<file path="config.mk">
export PLATFORM = sky130hd
export DESIGN_NAME = nsid_top
export DESIGN_NICKNAME = d
export VERILOG_FILES = /design/src/pkg/nsid_pkg.sv /design/src/design/nsid_top.sv
export SDC_FILE = /design/constraint.sdc
export NUM_CORES = 1
export LEC_CHECK = 0
export ABC_AREA = 1
export BUFFER_PORTS_ARGS = -buffer_cell sky130_fd_sc_hd__clkbuf_2
export CAP_MARGIN = 20
export CORE_MARGIN = 2
export CORE_UTILIZATION = 30
export DETAILED_ROUTE_END_ITERATION = 8
export PLACE_DENSITY_LB_ADDON = 0.3
export SLEW_MARGIN = 20
export SYNTH_ARGS = -nofsm -noshare
export SYNTH_HDL_FRONTEND = slang
export SYNTH_SLANG_ARGS = --single-unit
</file>
<file path="constraint.sdc">
create_clock -name clk_sys -period 1.68 [get_ports clk_sys]
set_clock_uncertainty 0.2 [all_clocks]
set_input_delay 0.252 -clock clk_sys [delete_from_list [all_inputs] [get_ports clk_sys]]
set_output_delay 0.252 -clock clk_sys [all_outputs]
set_load 0.05 [all_outputs]
</file>
<file path="src/pkg/nsid_pkg.sv">
// Package of constants and types for the network status indicator driver.
package nsid_pkg;

  localparam int unsigned NSID_NUM_PORTS = 2;

  // Pattern timing in milliseconds; each count is derived from the 100 MHz clock.
  localparam int unsigned NSID_CLK_HZ          = 100000000;
  localparam int unsigned NSID_FLICKER_MS      = 50;
  localparam int unsigned NSID_BLINK_MS        = 200;
  localparam int unsigned NSID_FLASH_ON_MS     = 200;
  localparam int unsigned NSID_FLASH_GAP_MS    = 200;
  localparam int unsigned NSID_FLASH_PAUSE_MS  = 1000;
  localparam int unsigned NSID_FLICKER_CYC     = NSID_CLK_HZ / 1000 * NSID_FLICKER_MS;
  localparam int unsigned NSID_BLINK_CYC       = NSID_CLK_HZ / 1000 * NSID_BLINK_MS;
  localparam int unsigned NSID_FLASH_ON_CYC    = NSID_CLK_HZ / 1000 * NSID_FLASH_ON_MS;
  localparam int unsigned NSID_FLASH_GAP_CYC   = NSID_CLK_HZ / 1000 * NSID_FLASH_GAP_MS;
  localparam int unsigned NSID_FLASH_PAUSE_CYC = NSID_CLK_HZ / 1000 * NSID_FLASH_PAUSE_MS;

  localparam int unsigned NSID_CNT_W = 27;

  // Network state machine codes on the state input.
  localparam logic [2:0] NSID_ST_STARTUP = 3'h1;
  localparam logic [2:0] NSID_ST_PREP    = 3'h2;
  localparam logic [2:0] NSID_ST_BOOT    = 3'h3;
  localparam logic [2:0] NSID_ST_SAFE    = 3'h4;
  localparam logic [2:0] NSID_ST_RUN     = 3'h5;

  // Display unit codes.
  localparam logic [1:0] NSID_UNIT_BAR    = 2'h0;
  localparam logic [1:0] NSID_UNIT_PSIA   = 2'h1;
  localparam logic [1:0] NSID_UNIT_MPA    = 2'h2;
  localparam logic [1:0] NSID_UNIT_CUSTOM = 2'h3;

  typedef enum logic [4:0] {
    NSID_ERR_NONE  = 5'h01,
    NSID_ERR_WDOG  = 5'h02,
    NSID_ERR_LOCAL = 5'h04,
    NSID_ERR_CFG   = 5'h08,
    NSID_ERR_CRIT  = 5'h10
  } nsid_err_e;

endpackage

</file>
<file path="src/design/nsid_top.sv">
// Status lamp driver: link/activity, run, error and display unit lamps.
`timescale 1ns/1ps
module nsid_top
  import nsid_pkg::*;
#(
  parameter int unsigned FLICKER_CYC     = nsid_pkg::NSID_FLICKER_CYC,
  parameter int unsigned BLINK_CYC       = nsid_pkg::NSID_BLINK_CYC,
  parameter int unsigned FLASH_ON_CYC    = nsid_pkg::NSID_FLASH_ON_CYC,
  parameter int unsigned FLASH_GAP_CYC   = nsid_pkg::NSID_FLASH_GAP_CYC,
  parameter int unsigned FLASH_PAUSE_CYC = nsid_pkg::NSID_FLASH_PAUSE_CYC
) (
  input  wire logic                                clk_sys,
  input  wire logic                                rst,
  input  wire logic                                clk_en,
  input  wire logic [nsid_pkg::NSID_NUM_PORTS-1:0] port_link,
  input  wire logic [nsid_pkg::NSID_NUM_PORTS-1:0] port_activity,
  input  wire logic [2:0]                          network_state_machine,
  input  wire logic                                fw_download,
  input  wire logic                                err_wdog,
  input  wire logic                                err_local,
  input  wire logic                                err_cfg,
  input  wire logic                                err_crit,
  input  wire logic                                err_clear,
  input  wire logic [1:0]                          local_unit,
  output logic      [nsid_pkg::NSID_NUM_PORTS-1:0] lamp_link,
  output logic                                     lamp_run,
  output logic                                     lamp_err,
  output logic                                     lamp_bar,
  output logic                                     lamp_psia,
  output logic                                     lamp_mpa
);
  import nsid_pkg::*;

  localparam int unsigned NP = NSID_NUM_PORTS;

  ////////////////////////////////////////////////////////////////////////////
  // Two-stage synchronisers for all status inputs, which come from other logic
  // or pins not guaranteed to share this clock. Each group has its own pair of
  // stages, and only the second stage of a pair is read by the lamp logic.

  logic [2*NP-1:0] port_meta_reg;
  logic [2*NP-1:0] port_sync_reg;

  always_ff @(posedge clk_sys) begin
    if (rst) begin
      port_meta_reg <= '0;
      port_sync_reg <= '0;
    end else if (clk_en) begin
      port_meta_reg <= {port_link, port_activity};
      port_sync_reg <= port_meta_reg;
    end
  end

  logic [3:0] state_meta_reg;
  logic [3:0] state_sync_reg;

  always_ff @(posedge clk_sys) begin
    if (rst) begin
      state_meta_reg <= '0;
      state_sync_reg <= '0;
    end else if (clk_en) begin
      state_meta_reg <= {network_state_machine, fw_download};
      state_sync_reg <= state_meta_reg;
    end
  end

  logic [4:0] err_meta_reg;
  logic [4:0] err_sync_reg;

  always_ff @(posedge clk_sys) begin
    if (rst) begin
      err_meta_reg <= '0;
      err_sync_reg <= '0;
    end else if (clk_en) begin
      err_meta_reg <= {err_wdog, err_local, err_cfg, err_crit, err_clear};
      err_sync_reg <= err_meta_reg;
    end
  end

  logic [1:0] unit_meta_reg;
  logic [1:0] unit_sync_reg;

  always_ff @(posedge clk_sys) begin
    if (rst) begin
      unit_meta_reg <= '0;
      unit_sync_reg <= '0;
    end else if (clk_en) begin
      unit_meta_reg <= local_unit;
      unit_sync_reg <= unit_meta_reg;
    end
  end

  logic [NP-1:0] s_link;
  logic [NP-1:0] s_act;
  logic [2:0]    s_state;
  logic          s_fw;
  logic [3:0]    s_err;
  logic          s_clear;
  logic [1:0]    s_unit;

  assign {s_link, s_act}  = port_sync_reg;
  assign {s_state, s_fw}  = state_sync_reg;
  assign {s_err, s_clear} = err_sync_reg;
  assign s_unit           = unit_sync_reg;

  ////////////////////////////////////////////////////////////////////////////
  // Pattern generators, shared by the link, run and error lamps so that lamps stay in phase.

  function automatic logic cnt_wrap(input logic [NSID_CNT_W-1:0] cnt,
                                    input int unsigned           period);
    cnt_wrap = (cnt >= NSID_CNT_W'(period - 1));
  endfunction

  logic [NSID_CNT_W-1:0] flick_cnt_reg;
  logic                  flick_reg;

  always_ff @(posedge clk_sys) begin
    if (rst) begin
      flick_cnt_reg <= '0;
      flick_reg     <= 1'b0;
    end else if (clk_en) begin
      if (cnt_wrap(flick_cnt_reg, FLICKER_CYC)) begin
        flick_cnt_reg <= '0;
        flick_reg     <= ~flick_reg;
      end else begin
        flick_cnt_reg <= flick_cnt_reg + 1'b1;
      end
    end
  end

  logic [NSID_CNT_W-1:0] blink_cnt_reg;
  logic                  blink_reg;

  always_ff @(posedge clk_sys) begin
    if (rst) begin
      blink_cnt_reg <= '0;
      blink_reg     <= 1'b0;
    end else if (clk_en) begin
      if (cnt_wrap(blink_cnt_reg, BLINK_CYC)) begin
        blink_cnt_reg <= '0;
        blink_reg     <= ~blink_reg;
      end else begin
        blink_cnt_reg <= blink_cnt_reg + 1'b1;
      end
    end
  end

  // Flash sequencer: first flash, gap, second flash, long pause. Single flash
  // lights only in the first flash, double flash in both flashes, so both
  // patterns share one period and one counter.
  typedef enum logic [3:0] {
    NSID_FL_ON1   = 4'h1,
    NSID_FL_GAP   = 4'h2,
    NSID_FL_ON2   = 4'h4,
    NSID_FL_PAUSE = 4'h8
  } nsid_flash_e;

  logic [NSID_CNT_W-1:0] flash_cnt_reg;
  nsid_flash_e           flash_ph_reg;
  nsid_flash_e           flash_ph_next;
  logic                  flash_wrap;

  always_comb begin
    case (flash_ph_reg)
      NSID_FL_ON1: begin
        flash_wrap    = cnt_wrap(flash_cnt_reg, FLASH_ON_CYC);
        flash_ph_next = NSID_FL_GAP;
      end
      NSID_FL_GAP: begin
        flash_wrap    = cnt_wrap(flash_cnt_reg, FLASH_GAP_CYC);
        flash_ph_next = NSID_FL_ON2;
      end
      NSID_FL_ON2: begin
        flash_wrap    = cnt_wrap(flash_cnt_reg, FLASH_ON_CYC);
        flash_ph_next = NSID_FL_PAUSE;
      end
      NSID_FL_PAUSE: begin
        flash_wrap    = cnt_wrap(flash_cnt_reg, FLASH_PAUSE_CYC);
        flash_ph_next = NSID_FL_ON1;
      end
      default: begin
        // An illegal code restarts the sequence at once rather than hanging.
        flash_wrap    = 1'b1;
        flash_ph_next = NSID_FL_ON1;
      end
    endcase
  end

  always_ff @(posedge clk_sys) begin
    if (rst) begin
      flash_cnt_reg <= '0;
      flash_ph_reg  <= NSID_FL_ON1;
    end else if (clk_en) begin
      if (flash_wrap) begin
        flash_cnt_reg <= '0;
        flash_ph_reg  <= flash_ph_next;
      end else begin
        flash_cnt_reg <= flash_cnt_reg + 1'b1;
      end
    end
  end

  logic single_flash;
  logic double_flash;

  assign single_flash = (flash_ph_reg == NSID_FL_ON1);
  assign double_flash = (flash_ph_reg == NSID_FL_ON1) || (flash_ph_reg == NSID_FL_ON2);

  ////////////////////////////////////////////////////////////////////////////
  // Link/activity lamps, one per port.

  always_ff @(posedge clk_sys) begin
    if (rst) begin
      lamp_link <= '0;
    end else if (clk_en) begin
      for (int i = 0; i < NP; i++) begin
        // Each lamp sees only its own port's link and activity.
        lamp_link[i] <= s_link[i] & (~s_act[i] | flick_reg);
      end
    end
  end

  ////////////////////////////////////////////////////////////////////////////
  // Run lamp.

  always_ff @(posedge clk_sys) begin
    if (rst) begin
      lamp_run <= 1'b0;
    end else if (clk_en) begin
      case (s_state)
        NSID_ST_STARTUP: lamp_run <= 1'b0;
        NSID_ST_PREP:    lamp_run <= blink_reg;
        NSID_ST_SAFE:    lamp_run <= single_flash;
        NSID_ST_RUN:     lamp_run <= 1'b1;
        NSID_ST_BOOT:    lamp_run <= s_fw & flick_reg;
        default:         lamp_run <= 1'b0;
      endcase
    end
  end

  ////////////////////////////////////////////////////////////////////////////
  // Error latch: the first error seen is held until the clear input. Later
  // errors are ignored. A new error in the clear cycle is latched, so no
  // event is lost; priority among simultaneous first errors is critical,
  // configuration, local, watchdog.

  nsid_err_e err_reg;
  nsid_err_e err_next;

  always_comb begin
    err_next = err_reg;
    if (s_clear) begin
      err_next = NSID_ERR_NONE;
    end
    if ((err_reg == NSID_ERR_NONE) || s_clear) begin
      if (s_err[0]) begin
        err_next = NSID_ERR_CRIT;
      end else if (s_err[1]) begin
        err_next = NSID_ERR_CFG;
      end else if (s_err[2]) begin
        err_next = NSID_ERR_LOCAL;
      end else if (s_err[3]) begin
        err_next = NSID_ERR_WDOG;
      end
    end
  end

  always_ff @(posedge clk_sys) begin
    if (rst) begin
      err_reg <= NSID_ERR_NONE;
    end else if (clk_en) begin
      err_reg <= err_next;
    end
  end

  always_ff @(posedge clk_sys) begin
    if (rst) begin
      lamp_err <= 1'b0;
    end else if (clk_en) begin
      case (err_reg)
        NSID_ERR_NONE:  lamp_err <= 1'b0;
        NSID_ERR_WDOG:  lamp_err <= double_flash;
        NSID_ERR_LOCAL: lamp_err <= single_flash;
        NSID_ERR_CFG:   lamp_err <= blink_reg;
        NSID_ERR_CRIT:  lamp_err <= 1'b1;
        default:        lamp_err <= 1'b0;
      endcase
    end
  end

  ////////////////////////////////////////////////////////////////////////////
  // Display unit lamps follow only the local display unit; the network unit
  // has no path here at all.

  always_ff @(posedge clk_sys) begin
    if (rst) begin
      lamp_bar  <= 1'b0;
      lamp_psia <= 1'b0;
      lamp_mpa  <= 1'b0;
    end else if (clk_en) begin
      lamp_bar  <= (s_unit == NSID_UNIT_BAR);
      lamp_psia <= (s_unit == NSID_UNIT_PSIA);
      lamp_mpa  <= (s_unit == NSID_UNIT_MPA);
    end
  end

endmodule // nsid_top

</file>
# Yosys cells after proc, flatten, opt, wreduce, memory -nomap -nowiden
# Cells that the tools add are included.
totals:
  in_bits: 18
  output_inout_bits: 7
  register_bits: 129
  word_cells: 72
op_classes:
  n_reduce_logical: 7
  addsub: 3
  n_eq_ne: 15
  n_bitwise: 9
  n_mux: 13
  magnitude_cmp: 4
ops:
  columns: ["operator", "n"]
  rows:
  - ["27-bit by 1-bit adder with 27-bit output (second input constant)", 3]
  - ["27-bit 2-to-1 mux", 3]
  - ["27-bit by 25-bit >= comparator with 1-bit output (second input constant)", 2]
  - ["5-bit 2-to-1 mux", 6]
  - ["27-bit by 23-bit >= comparator with 1-bit output (second input constant)", 1]
  - ["27-bit >= comparator (second input constant)", 1]
  - ["4-bit case mux with 3 select lines", 1]
  - ["1-bit case mux with 4 select lines", 2]
  - ["3-bit by 2-bit equality test with 1-bit output (second input constant)", 2]
  - ["3-bit equality test (second input constant)", 2]
  - ["2-bit AND reduction", 3]
  - ["5-bit by 1-bit equality test with 1-bit output (second input constant)", 1]
  - ["5-bit by 2-bit equality test with 1-bit output (second input constant)", 1]
  - ["5-bit by 3-bit equality test with 1-bit output (second input constant)", 1]
  - ["5-bit by 4-bit equality test with 1-bit output (second input constant)", 1]
  - ["5-bit equality test (second input constant)", 1]
  - ["4-bit by 1-bit equality test with 1-bit output (second input constant)", 1]
  - ["4-bit by 2-bit equality test with 1-bit output (second input constant)", 1]
  - ["4-bit by 3-bit equality test with 1-bit output (second input constant)", 1]
  - ["4-bit equality test (second input constant)", 1]
  - ["1-bit inverter", 4]
  - ["1-bit AND", 3]
  - ["3-bit OR reduction", 1]
  - ["2-bit by 1-bit equality test with 1-bit output (second input constant)", 1]
  - ["5 further kinds", 7]

# Longest topological paths before layout
# Gate-level depths: netlist (run 1).
depth:
  depth_word: 6
  ltp_mapped: 12
  mapped_depth_nobuf: 12

# Least setup slack after synthesis (run 1)
# No wires, ideal clock.
synth_timing:
  kind: "register -> register"
  start: "reg flash_cnt_reg[0]"
  end: "reg flash_cnt_reg[17]"
  t_arrival_ns: 1.466
  path_buffers: 1
  path_stages_with_launch: 12
  path_slack_ns: -0.103
  t_required_ns: 1.363
  setup_ns: 0.117
  path_cell_list: "dfxtp_1 -> ha_1 -> nand2_1 -> nor2_1 -> nand2_1 -> inv_1 -> nand3_1 -> nand3_2 -> nand3_4 -> nand2_4 -> buf_6 -> nor2_1"
synth_via:
  elab_chain_cells: 3
  elab_cells_between_ends: 5
  classes_between: "add/sub (1); order compare (2); mux (2)"
synth_rtl:
  columns: ["item", "line_no", "text"]
  rows:
  - ["start, declared", "nsid_top.sv:158", "logic [NSID_CNT_W-1:0] flash_cnt_reg;"]
  - ["start signal, assigned", "nsid_top.sv:198", "flash_cnt_reg <= flash_cnt_reg + 1'b1;"]
  - ["27-bit >= comparator / 27-bit by 25-bit >= comparator with 1-bit output (equally long branches)", "nsid_top.sv:111", "cnt_wrap = (cnt >= NSID_CNT_W'(period - 1));"]
  - ["1-bit case mux with 2 select lines", "nsid_top.sv:164", "case (flash_ph_reg)"]
  - ["27-bit 2-to-1 mux (*)", "nsid_top.sv:194", "if (flash_wrap) begin"]
# Every way passes the cells marked *; elsewhere a longest branch is shown, timed or not.
# A chain may end at the register's enable or synchronous reset.

# Worst setup path in the final report (run 1)
layout_timing:
  start: "reg flash_cnt_reg[1]"
  end: "reg flash_cnt_reg[4]"
# The elaborated chain is that of the path after synthesis.

==> metrics.md, run 1 <==
| Metric | Value |
|---|---|
| Worst EP arrival | 1.91 ns |
| Gate Count Post-Synth | 960 |
| CP max-delay cell | dfxtp_4 |
| Final WS setup | -0.123 ns |
| Gp weighted congestion | 0.922 |
| Max Transition Viols Final | 0 |
| Syn Nets | 981 |
| # setup viols final | 67 |
| Most common cell after layout, fill and taps aside | buf_4 |
| Worst slew pin tran | 0.362 ns |
| Maximum vdd drop | 0.639 mV |
| Post-route antenna net violation count | 0 |
| Crit-path max cell delay | 0.37 ns |
| Nets | 1222 |
| H-tree depth | 4 |
| Worst skew pair latency | 0.42 ns |
| Crit path time final | 1.80 ns |
| Chip height | 151 µm |
| Chip width | 151 µm |
| Hold Path Class | in2reg |
| Leak | 4.46 nW |
| Vias per cell | 4.62 |
| Area Growth Syn to Fin | 61.6% |
| CP dominant cell by count | nand2_4 |
| Vias in the first global route | 6499 |
| Sequential cell area | 2670 µm² |
| Fin. Hold Viols | 0 |
| TritonCTS clock tree | built |
| DIE AREA | 22800 µm² |
| Failing checks | setup timing |
| Post-DR wirelength/cell | 12.3 µm |
| Max Root-Sink Buffers | 2 |
| PwrDens | 780 nW/µm² |
| Fmax | 555 MHz |
| Mean post-synth cell area | 6.75 µm² |
| CP Launch Type | register |
| Setup TNS | -3.84 ns |
| Worst R2R Setup Slack | -0.12 ns |
| Cts bufs inserted | 17 |
| Synth warn | 0 |
| Boundary pin count | 25 |
| Final instance area | 10500 µm² |
| RSZ-0062 raised after global routing | yes |
| Share of layout cells above drive strength 1 | 0.463 |
| Finished Core Util | 0.496 |
| Critical path endpoint category | register |
| Most frequent cells in the layout | 172 x buf_4, 146 x nand2_1, 114 x nor2_1 |
| Via count | 6882 |
| Worst-path fanout max | 7 |
| Bufs and invs on worst path | 1 |
| CP cell instances | ha_4, nand2_4, nor2_4, nand2_4, nand3_2, nand2_2, nand2_4, nand3_4, nand2_8, clkbuf_16, nor2_1 |
| CP required | 1.79 ns |
| Max_slew headroom | 0.757 |
| DRT iter0 DRCs | 405 |
| Initial Util | 0.307 |
| Ant. Diodes | 0 |
| Root Buffer | clkbuf_16 |
| Num rows | 53 |
| Total GRT Usage | 0.159 |
| Max-cap violations | 0 |
| Area taken by multi-input logic gates | 4340 µm² |
| Fill count | 2051 |
| Fin Hold WS | 0.0627 ns |
| Flops & latches, synth | 129 |
| Synthesized area | 6480 µm² |
| Fin crit share | 1.07 |
| IO Port Bufs | 24 |
| Seq/Total Area, Yosys | 0.399 |
| Status | complete, but fails checks |
| Initial antenna violation count | 0 |
| Overflow after GRT | 0 |
| Largest net degree at the start of global routing | 47 |
| Post-synth cell types | 43 |
| Dpl hpwl | 12000 µm |
| Placed cell area | 8280 µm² |
| First-pass GRT wire length | 29400 µm |
| Reg clk slew, reported paths | 0.07 ns |
| CP Class | reg2reg |
| Drt total wl | 18400 µm |
| First-pass iteration count of the detailed router | 5 |
| DRC viols | 0 |
| CP top delay family | simple AND/OR/NAND/NOR gates |
| Core ar. | 21100 µm² |
| Total power | 8.16 mW |
| Clk sinks | 129 |
## final timing paths
check | depth (start not counted) | from | endpoint
min reg2reg | 2 | flick_cnt_reg[25] | flick_cnt_reg[25]
min | 3 | rst | err_reg[2]
max | 11 | flash_cnt_reg[1] | flash_cnt_reg[4]
max reg2reg | 11 | flash_cnt_reg[1] | flash_cnt_reg[4]
## synth_stat cells
cell type / n / share of area
a211oi_1: 2 / 0.0023
a21oi_1: 30 / 0.023
a22o_1: 1 / 0.0014
a22oi_1: 1 / 0.0012
a31oi_1: 1 / 0.00097
buf_1: 1 / 0.00058
buf_2: 5 / 0.0039
buf_4: 1 / 0.0012
buf_6: 4 / 0.0070
clkbuf_1: 14 / 0.0081
clkinv_1: 2 / 0.0012
dfxtp_1: 129 / 0.40
ha_1: 3 / 0.0058
inv_1: 117 / 0.068
inv_2: 1 / 0.00058
nand2_1: 187 / 0.11
nand2_2: 4 / 0.0039
nand2_4: 1 / 0.0017
nand3_1: 66 / 0.051
nand3_2: 2 / 0.0031
nand3_4: 1 / 0.0027
nand3b_1: 2 / 0.0023
nand4_1: 25 / 0.024
nand4_2: 2 / 0.0039
nor2_1: 195 / 0.11
nor2_2: 9 / 0.0087
nor2_4: 2 / 0.0035
nor2b_1: 1 / 0.00097
nor3_1: 30 / 0.023
nor3_2: 4 / 0.0062
nor3_4: 1 / 0.0025
nor4_1: 8 / 0.0077
o211ai_1: 3 / 0.0035
o21ai_0: 54 / 0.042
o21ai_1: 1 / 0.00077
o21bai_1: 1 / 0.0012
o22ai_1: 5 / 0.0048
o31ai_1: 3 / 0.0035
or2_0: 1 / 0.00097
or2_1: 1 / 0.00097
or2_2: 2 / 0.0019
xnor2_1: 6 / 0.0081
xor2_1: 31 / 0.042
## cells by family (layout without fill, tap and decap cells)
group,Yosys count,in the layout,share of synthesized area
adders and majority gates,3,3,0.00580
buffers and inverters,145,399,0.0902
DFF,129,129,0.399
AOI/OAI and AO/OA,102,102,0.0844
and+or+nand+nor,544,544,0.371
xor gates and xnor gates,37,37,0.0500
## final cells by class
class | count | area share
repair buffers | 247 | 0.196
well taps | 275 | 0.0329
clock buffers | 17 | 0.0407
inverters | 120 | 0.0445
flip-flops and latches | 129 | 0.255
multi-input cells | 686 | 0.415
clock inverters | 15 | 0.0160
## per-stage QoR
| stage | setup slack (ns) | cells |
|---|---|---|
| final | -0.123 | 1489 |
| after global routing | -0.224 | 1489 |
| after floorplan | -0.00735 | 960 |
| after CTS | -0.0925 | 1479 |
| after global placement | -0.205 | 1415 |
| after detailed placement | -0.220 | 1415 |
## timing repair
action	CTS	global route
endpoints found under the hold margin	15	0
cloned	2	1
endpoints found under the setup margin	79	85
resized for setup	146	232
pin swaps	46	71
setup buffers	17	16
hold buffers	15	0
## per-layer routing
| metal | global-route usage | vias up | wire length, µm |
|---|---|---|---|
| met5 | 0 | - | 0 |
| met4 | 0.0458 | 0 | 268 |
| met3 | 0.0346 | 22 | 514 |
| met2 | 0.274 | 82 | 8870 |
| met1 | 0.201 | 3214 | 8700 |
| li1 | - | 3564 | - |
## report_power, final
group | switching [mW] | internal (mW)
registers | 0.0821 | 3.17
logic | 0.712 | 0.564
clock network | 1.64 | 1.99
## worst reg2reg max path, delay by kind of cell (launching register included)
family	cells	cell delay, ns
buf+inv	1	0.17
fa+ha+maj	1	0.15
simple gates	9	0.80
flops	1	0.37
Note: power is estimated with default switching activity, not from simulation.
==> run 2, diff against run 1 <==
- CORE_UTILIZATION: 30 -> 55
==> run 2 against run 1 <==
The run ends with DRC, setup timing left. Hold slack improved by 0.019 ns. Combinational power rose by 7%. Clock power fell by 5%. Die area fell by 44%. Cell count fell by 12%. Flip-flop and latch count did not move. Clock-buffer cell count rose by 1. Register-to-register slack got worse by 0.33 ns.
==> metrics.md, run 2 (synthesized netlist as in run 1, its figures left out) <==
| Metric | Value |
|---|---|
| IO Port Bufs | 24 (unchanged) |
| Bufs and invs on worst path | 0 (was 1) |
| Crit-path max cell delay | 0.37 ns (about the same) |
| Worst skew pair latency | 0.44 ns (was 0.42 ns) |
| Worst-path fanout max | 3 (was 7) |
| Status | complete, but fails checks (unchanged) |
| TritonCTS clock tree | built (unchanged) |
| Vias per cell | 5.90 (was 4.62) |
| Maximum vdd drop | 0.864 mV (was 0.639 mV) |
| Setup TNS | -17.12 ns (was -3.84 ns) |
| Chip height | 113 µm (was 151 µm) |
| Boundary pin count | 25 (unchanged) |
| Overflow after GRT | 0 (unchanged) |
| Worst EP arrival | 2.28 ns (was 1.91 ns) |
| Gp weighted congestion | 0.933 (was 0.922) |
| Worst slew pin tran | 0.602 ns (was 0.362 ns) |
| Root Buffer | clkbuf_16 (unchanged) |
| Pre-CTS WS | -0.160 ns (was -0.220 ns) |
| Leak | 4.12 nW (was 4.46 nW) |
| # setup viols final | 80 (was 67) |
| Most common cell after layout, fill and taps aside | nand2_1 (was buf_4) |
| Dpl hpwl | 11100 µm (was 12000 µm) |
| H-tree depth | 4 (unchanged) |
| DRT iter0 DRCs | 966 (was 405) |
| Failing checks | DRC, setup timing (was setup timing) |
| CP cell instances | ha_4, nand2_4, nor2_4, nand3_2, nor2_4, nand2_4, nor3_4, nand3_2, nand2_1, nand2_1, nor2_1 (was ha_4, nand2_4, nor2_4, nand2_4, nand3_2, nand2_2, nand2_4, nand3_4, nand2_8, clkbuf_16, nor2_1) |
| DRC viols | 3 (was 0) |
| Fin Hold WS | 0.0820 ns (was 0.0627 ns) |
| Grt met3 use | 0.0621 (was 0.0346) |
| Post-route antenna net violation count | 0 (unchanged) |
| Max-cap violations | 0 (unchanged) |
| CP max-delay cell | dfxtp_4 (unchanged) |
| First-pass GRT wire length | 31900 µm (was 29400 µm) |
| Most frequent cells in the layout | 154 x nand2_1, 140 x buf_4, 114 x nor2_1 (was 172 x buf_4, 146 x nand2_1, 114 x nor2_1) |
| Fin crit share | 1.27 (was 1.07) |
| Fmax | 469 MHz (was 555 MHz) |
| Via count | 7731 (was 6882) |
| Core ar. | 11500 µm² (was 21100 µm²) |
| Max Transition Viols Final | 0 (unchanged) |
| Vias in the first global route | 7077 (was 6499) |
| CP Launch Type | register (unchanged) |
| GR Util met2 | 0.527 (was 0.274) |
| Global routing usage on met1 | 0.363 (was 0.201) |
| PwrDens | 833 nW/µm² (was 780 nW/µm²) |
| Placed cell area | 7770 µm² (was 8280 µm²) |
| Reg clk slew, reported paths | 0.06 ns (was 0.07 ns) |
| Grt peak-use layer | met2 (unchanged) |
| First-pass iteration count of the detailed router | 9 (was 5) |
| Fin. Hold Viols | 0 (unchanged) |
| Ant. Diodes | 0 (unchanged) |
| Max_slew headroom | 0.595 (was 0.757) |
| Total power | 8.08 mW (was 8.16 mW) |
| Final WS setup | -0.451 ns (was -0.123 ns) |
| Drt total wl | 23900 µm (was 18400 µm) |
| Crit path time final | 2.13 ns (was 1.80 ns) |
| CP Class | reg2reg (unchanged) |
| Cts bufs inserted | 17 (unchanged) |
| DIE AREA | 12700 µm² (was 22800 µm²) |
| Num rows | 39 (was 53) |
| Share of layout cells above drive strength 1 | 0.409 (was 0.463) |
| Area Growth Syn to Fin | 49.7% (was 61.6%) |
| Hold Path Class | in2reg (unchanged) |
| Chip width | 113 µm (was 151 µm) |
| RSZ-0062 raised after global routing | yes (unchanged) |
| Max Root-Sink Buffers | 2 (unchanged) |
| Total GRT Usage | 0.306 (was 0.159) |
| Final instance area | 9700 µm² (was 10500 µm²) |
| Largest net degree at the start of global routing | 51 (was 47) |
| Nets | 1176 (was 1222) |
| Initial antenna violation count | 0 (unchanged) |
| Clk sinks | 129 (unchanged) |
| Initial Util | 0.565 (was 0.307) |
| Critical path endpoint category | register (unchanged) |
| CP top delay family | simple AND/OR/NAND/NOR gates (unchanged) |
| Post-DR wirelength/cell | 18.2 µm (was 12.3 µm) |
| CP required | 1.83 ns (was 1.79 ns) |
## run 2: changes by cell type in the layout (fill, tap and decap cells not counted), sizes merged
cell	change
inv	-3
clkbuf	+3
buf	-48
clkinvlp	+1
clkinv	+1
## run 2: routing by layer
metal | share of wire | vias up
met5 | 0 | -
met1 | 0.37 | 3600
met3 | 0.076 | 174
li1 | - | 3475
met4 | 0.068 | 0
met2 | 0.49 | 482
## run 2: worst reg2reg max path, cell delays in order, from the launching register on
cell     delay (ns)
dfxtp_4        0.37
ha_4           0.18
nand2_4        0.07
nor2_4         0.12
nand3_2        0.09
nor2_4         0.14
nand2_4        0.10
nor3_4         0.30
nand3_2        0.15
nand2_1        0.10
nand2_1        0.06
nor2_1         0.18
## run 2: worst paths after layout
check                   start                 to  slack (ns)  cells past startpoint
max reg2reg  blink_cnt_reg[1]  blink_cnt_reg[22]       -0.45                     11
max          blink_cnt_reg[1]  blink_cnt_reg[22]       -0.45                     11
min reg2reg  port_sync_reg[1]   port_sync_reg[1]        0.25                      2
min                       rst         err_reg[4]        0.08                      3
## run 2: power breakdown
group	switching [mW]	internal [mW]
registers	0.0907	3.18
logic	0.778	0.589
clock network	1.54	1.90
total	2.41	5.67
## run 2: per-stage QoR
stage / utilization / std cells
floorplan: - / 960
global placement: 0.678 / 1236
detailed placement: 0.678 / 1236
CTS: 0.784 / 1303
global route: 0.846 / 1311
finish: 0.846 / 1311
## run 2: timing repair
item / in CTS / in global routing
hold buffers: 15 / 0
gates resized for setup: 106 / 195
endpoints found under the hold margin: 15 / 0
gates cloned: 2 / 3
setup endpoints to repair: 81 / 84
setup buffers: 20 / 7
pin swaps: 44 / 51
## run 2: cell type report
class | count | area, µm²
Tap cell | 143 | 179
Sequential cell | 129 | 2640
Multi-Input combinational cell | 686 | 4160
Inverter | 120 | 455
Clock inverter | 14 | 109
Timing Repair Buffer | 201 | 1730
Fill cell | 584 | 1770
Clock buffer | 18 | 429
==> run 3, diff against run 2 <==
- BUFFER_PORTS_ARGS: -buffer_cell sky130_fd_sc_hd__clkbuf_2 -> not set
- DONT_BUFFER_PORTS: not set -> 1
==> run 3 against run 2 <==
The flow finishes with violations (setup timing). Global-route usage up 5.3 points. Register-to-register slack worse by 0.08 ns. First-iteration DRC count up 58%. Cell count up 1.2%. Critical path type unchanged. Largest cell class unchanged. Largest power group unchanged.
==> metrics.md, run 3 (synthesized netlist as in run 1, its figures left out) <==
| Metric | Value |
|---|---|
| Status | complete, but fails checks (unchanged) |
| Failing checks | setup timing (was DRC, setup timing) |
| Finished Core Util | 0.896 (was 0.846) |
| PwrDens | 860 nW/µm² (was 833 nW/µm²) |
| H-tree depth | 4 (unchanged) |
| Overflow after GRT | 0 (unchanged) |
| CP Class | reg2reg (unchanged) |
| Final Non-Filler Cells | 1327 (was 1311) |
| RSZ-0062 raised after global routing | yes (unchanged) |
| Fin Hold WS | 0.0452 ns (was 0.0820 ns) |
| Placed cell area | 7650 µm² (was 7770 µm²) |
| Num rows | 39 (unchanged) |
| Initial antenna violation count | 1 (was 0) |
| Placed Cells | 1216 (was 1236) |
| Fmax | 453 MHz (was 469 MHz) |
| TritonCTS clock tree | built (unchanged) |
| # setup viols final | 88 (was 80) |
| IO Port Bufs | 0 (was 24) |
| First-pass iteration count of the detailed router | 8 (was 9) |
| Total GRT Usage | 0.359 (was 0.306) |
| Dpl hpwl | 10700 µm (was 11100 µm) |
| Drt total wl | 31200 µm (was 23900 µm) |
| Largest net degree at the start of global routing | 36 (was 51) |
| Min-Delay Path Depth | 3 (unchanged) |
| Fin crit share | 1.31 (was 1.27) |
| Root Buffer | clkbuf_16 (unchanged) |
| Most common cell after layout, fill and taps aside | buf_4 (was nand2_1) |
| Most frequent cells in the layout | 148 x buf_4, 138 x nand2_1, 101 x nor2_1 (was 154 x nand2_1, 140 x buf_4, 114 x nor2_1) |
| Final instance area | 10300 µm² (was 9700 µm²) |
| R2R cell count | 13 (was 11) |
| Leak | 4.36 nW (was 4.12 nW) |
| DIE AREA | 12700 µm² (unchanged) |
| Chip width | 113 µm (unchanged) |
| CP Launch Type | register (unchanged) |
| Gp weighted congestion | 0.902 (was 0.933) |
| Max_slew headroom | 0.396 (was 0.595) |
| Crit path time final | 2.21 ns (was 2.13 ns) |
| DRC viols | 0 (was 3) |
| Max Transition Viols Final | 0 (unchanged) |
| Total power | 8.84 mW (was 8.08 mW) |
| Nets | 1191 (was 1176) |
| Max-cap violations | 0 (unchanged) |
| Post-route antenna net violation count | 0 (unchanged) |
| Pre-CTS WS | -0.172 ns (was -0.160 ns) |
| Via count | 8789 (was 7731) |
| Fill count | 431 (was 584) |
| Worst skew pair latency | 0.44 ns (about the same) |
| Maximum vdd drop | 0.957 mV (was 0.864 mV) |
| Boundary pin count | 25 (unchanged) |
| Setup TNS | -25.33 ns (was -17.12 ns) |
| Worst slew pin tran | 0.903 ns (was 0.602 ns) |
| Post-DR wirelength/cell | 23.5 µm (was 18.2 µm) |
| Worst-path fanout max | 6 (was 3) |
| Core ar. | 11500 µm² (unchanged) |
| Final WS setup | -0.527 ns (was -0.451 ns) |
| CP required | 1.80 ns (was 1.83 ns) |
| Reg clk slew, reported paths | 0.07 ns (was 0.06 ns) |
| Critical path endpoint category | register (unchanged) |
| Initial Util | 0.565 (unchanged) |
| Hold Path Class | in2reg (unchanged) |
| Vias in the first global route | 7910 (was 7077) |
| Max Root-Sink Buffers | 2 (unchanged) |
| DRT iter0 DRCs | 1531 (was 966) |
| Area Growth Syn to Fin | 58.6% (was 49.7%) |
| Clk sinks | 129 (unchanged) |
| Share of layout cells above drive strength 1 | 0.446 (was 0.409) |
| Worst EP arrival | 2.33 ns (was 2.28 ns) |
| Chip height | 113 µm (unchanged) |
| Cts bufs inserted | 17 (unchanged) |
| First-pass GRT wire length | 36700 µm (was 31900 µm) |
| Vias per cell | 6.62 (was 5.90) |
| Fin. Hold Viols | 0 (unchanged) |
[run 3: critical path: stages (launching register included)]
cell     delay, ns
dfxtp_1       0.31
buf_4         0.15
inv_2         0.05
nand2_1       0.10
nor3_2        0.31
nand3_2       0.14
nand2_2       0.10
nand2_2       0.09
nand3_4       0.11
nand2_4       0.10
nand2_8       0.11
buf_12        0.13
buf_16        0.14
nor2_2        0.04
[run 3: path summary, 6_finish.rpt]
path,from,endpoint,slack [ns]
max reg2reg,blink_cnt_reg[9],blink_cnt_reg[8],-0.53
max,blink_cnt_reg[9],blink_cnt_reg[8],-0.53
min reg2reg,port_sync_reg[1],port_sync_reg[1],0.27
min,rst,err_reg[0],0.05
[run 3: routing by layer]
metal / vias to the layer above / part of all wire / GRT usage
met5: - / 0 / 0
met4: 0 / 0.12 / 0.237
met3: 451 / 0.11 / 0.0778
met2: 928 / 0.47 / 0.643
met1: 3915 / 0.30 / 0.378
li1: 3495 / - / -
[run 3: where the power goes]
part           switching, mW  leakage (nW)  internal [mW]  total [mW]
Clock                   1.73         0.305           2.27        4.01
Sequential             0.139          1.07           3.17        3.31
Combinational          0.890          2.98          0.628        1.52
Total                   2.76          4.36           6.07        8.84
[run 3: timing repair]
item | in CTS | in global routing
resized for setup | 138 | 255
setup buffers | 23 | 14
hold buffers | 39 | 0
endpoints found under the hold margin | 63 | 0
cloned | 5 | 2
setup endpoints to repair | 80 | 93
pin swaps | 33 | 86
[run 3: area by class of cell]
class | instances | area [µm²] | share of cell area
timing repair buffer | 216 | 1950 | 0.190
clock inverter | 15 | 185 | 0.0180
inverter | 120 | 458 | 0.0446
multi-input combinational | 686 | 4410 | 0.430
antenna | 1 | 2.50 | 0.000244
tap | 143 | 179 | 0.0174
sequential | 129 | 2660 | 0.259
clock buffer | 17 | 425 | 0.0414
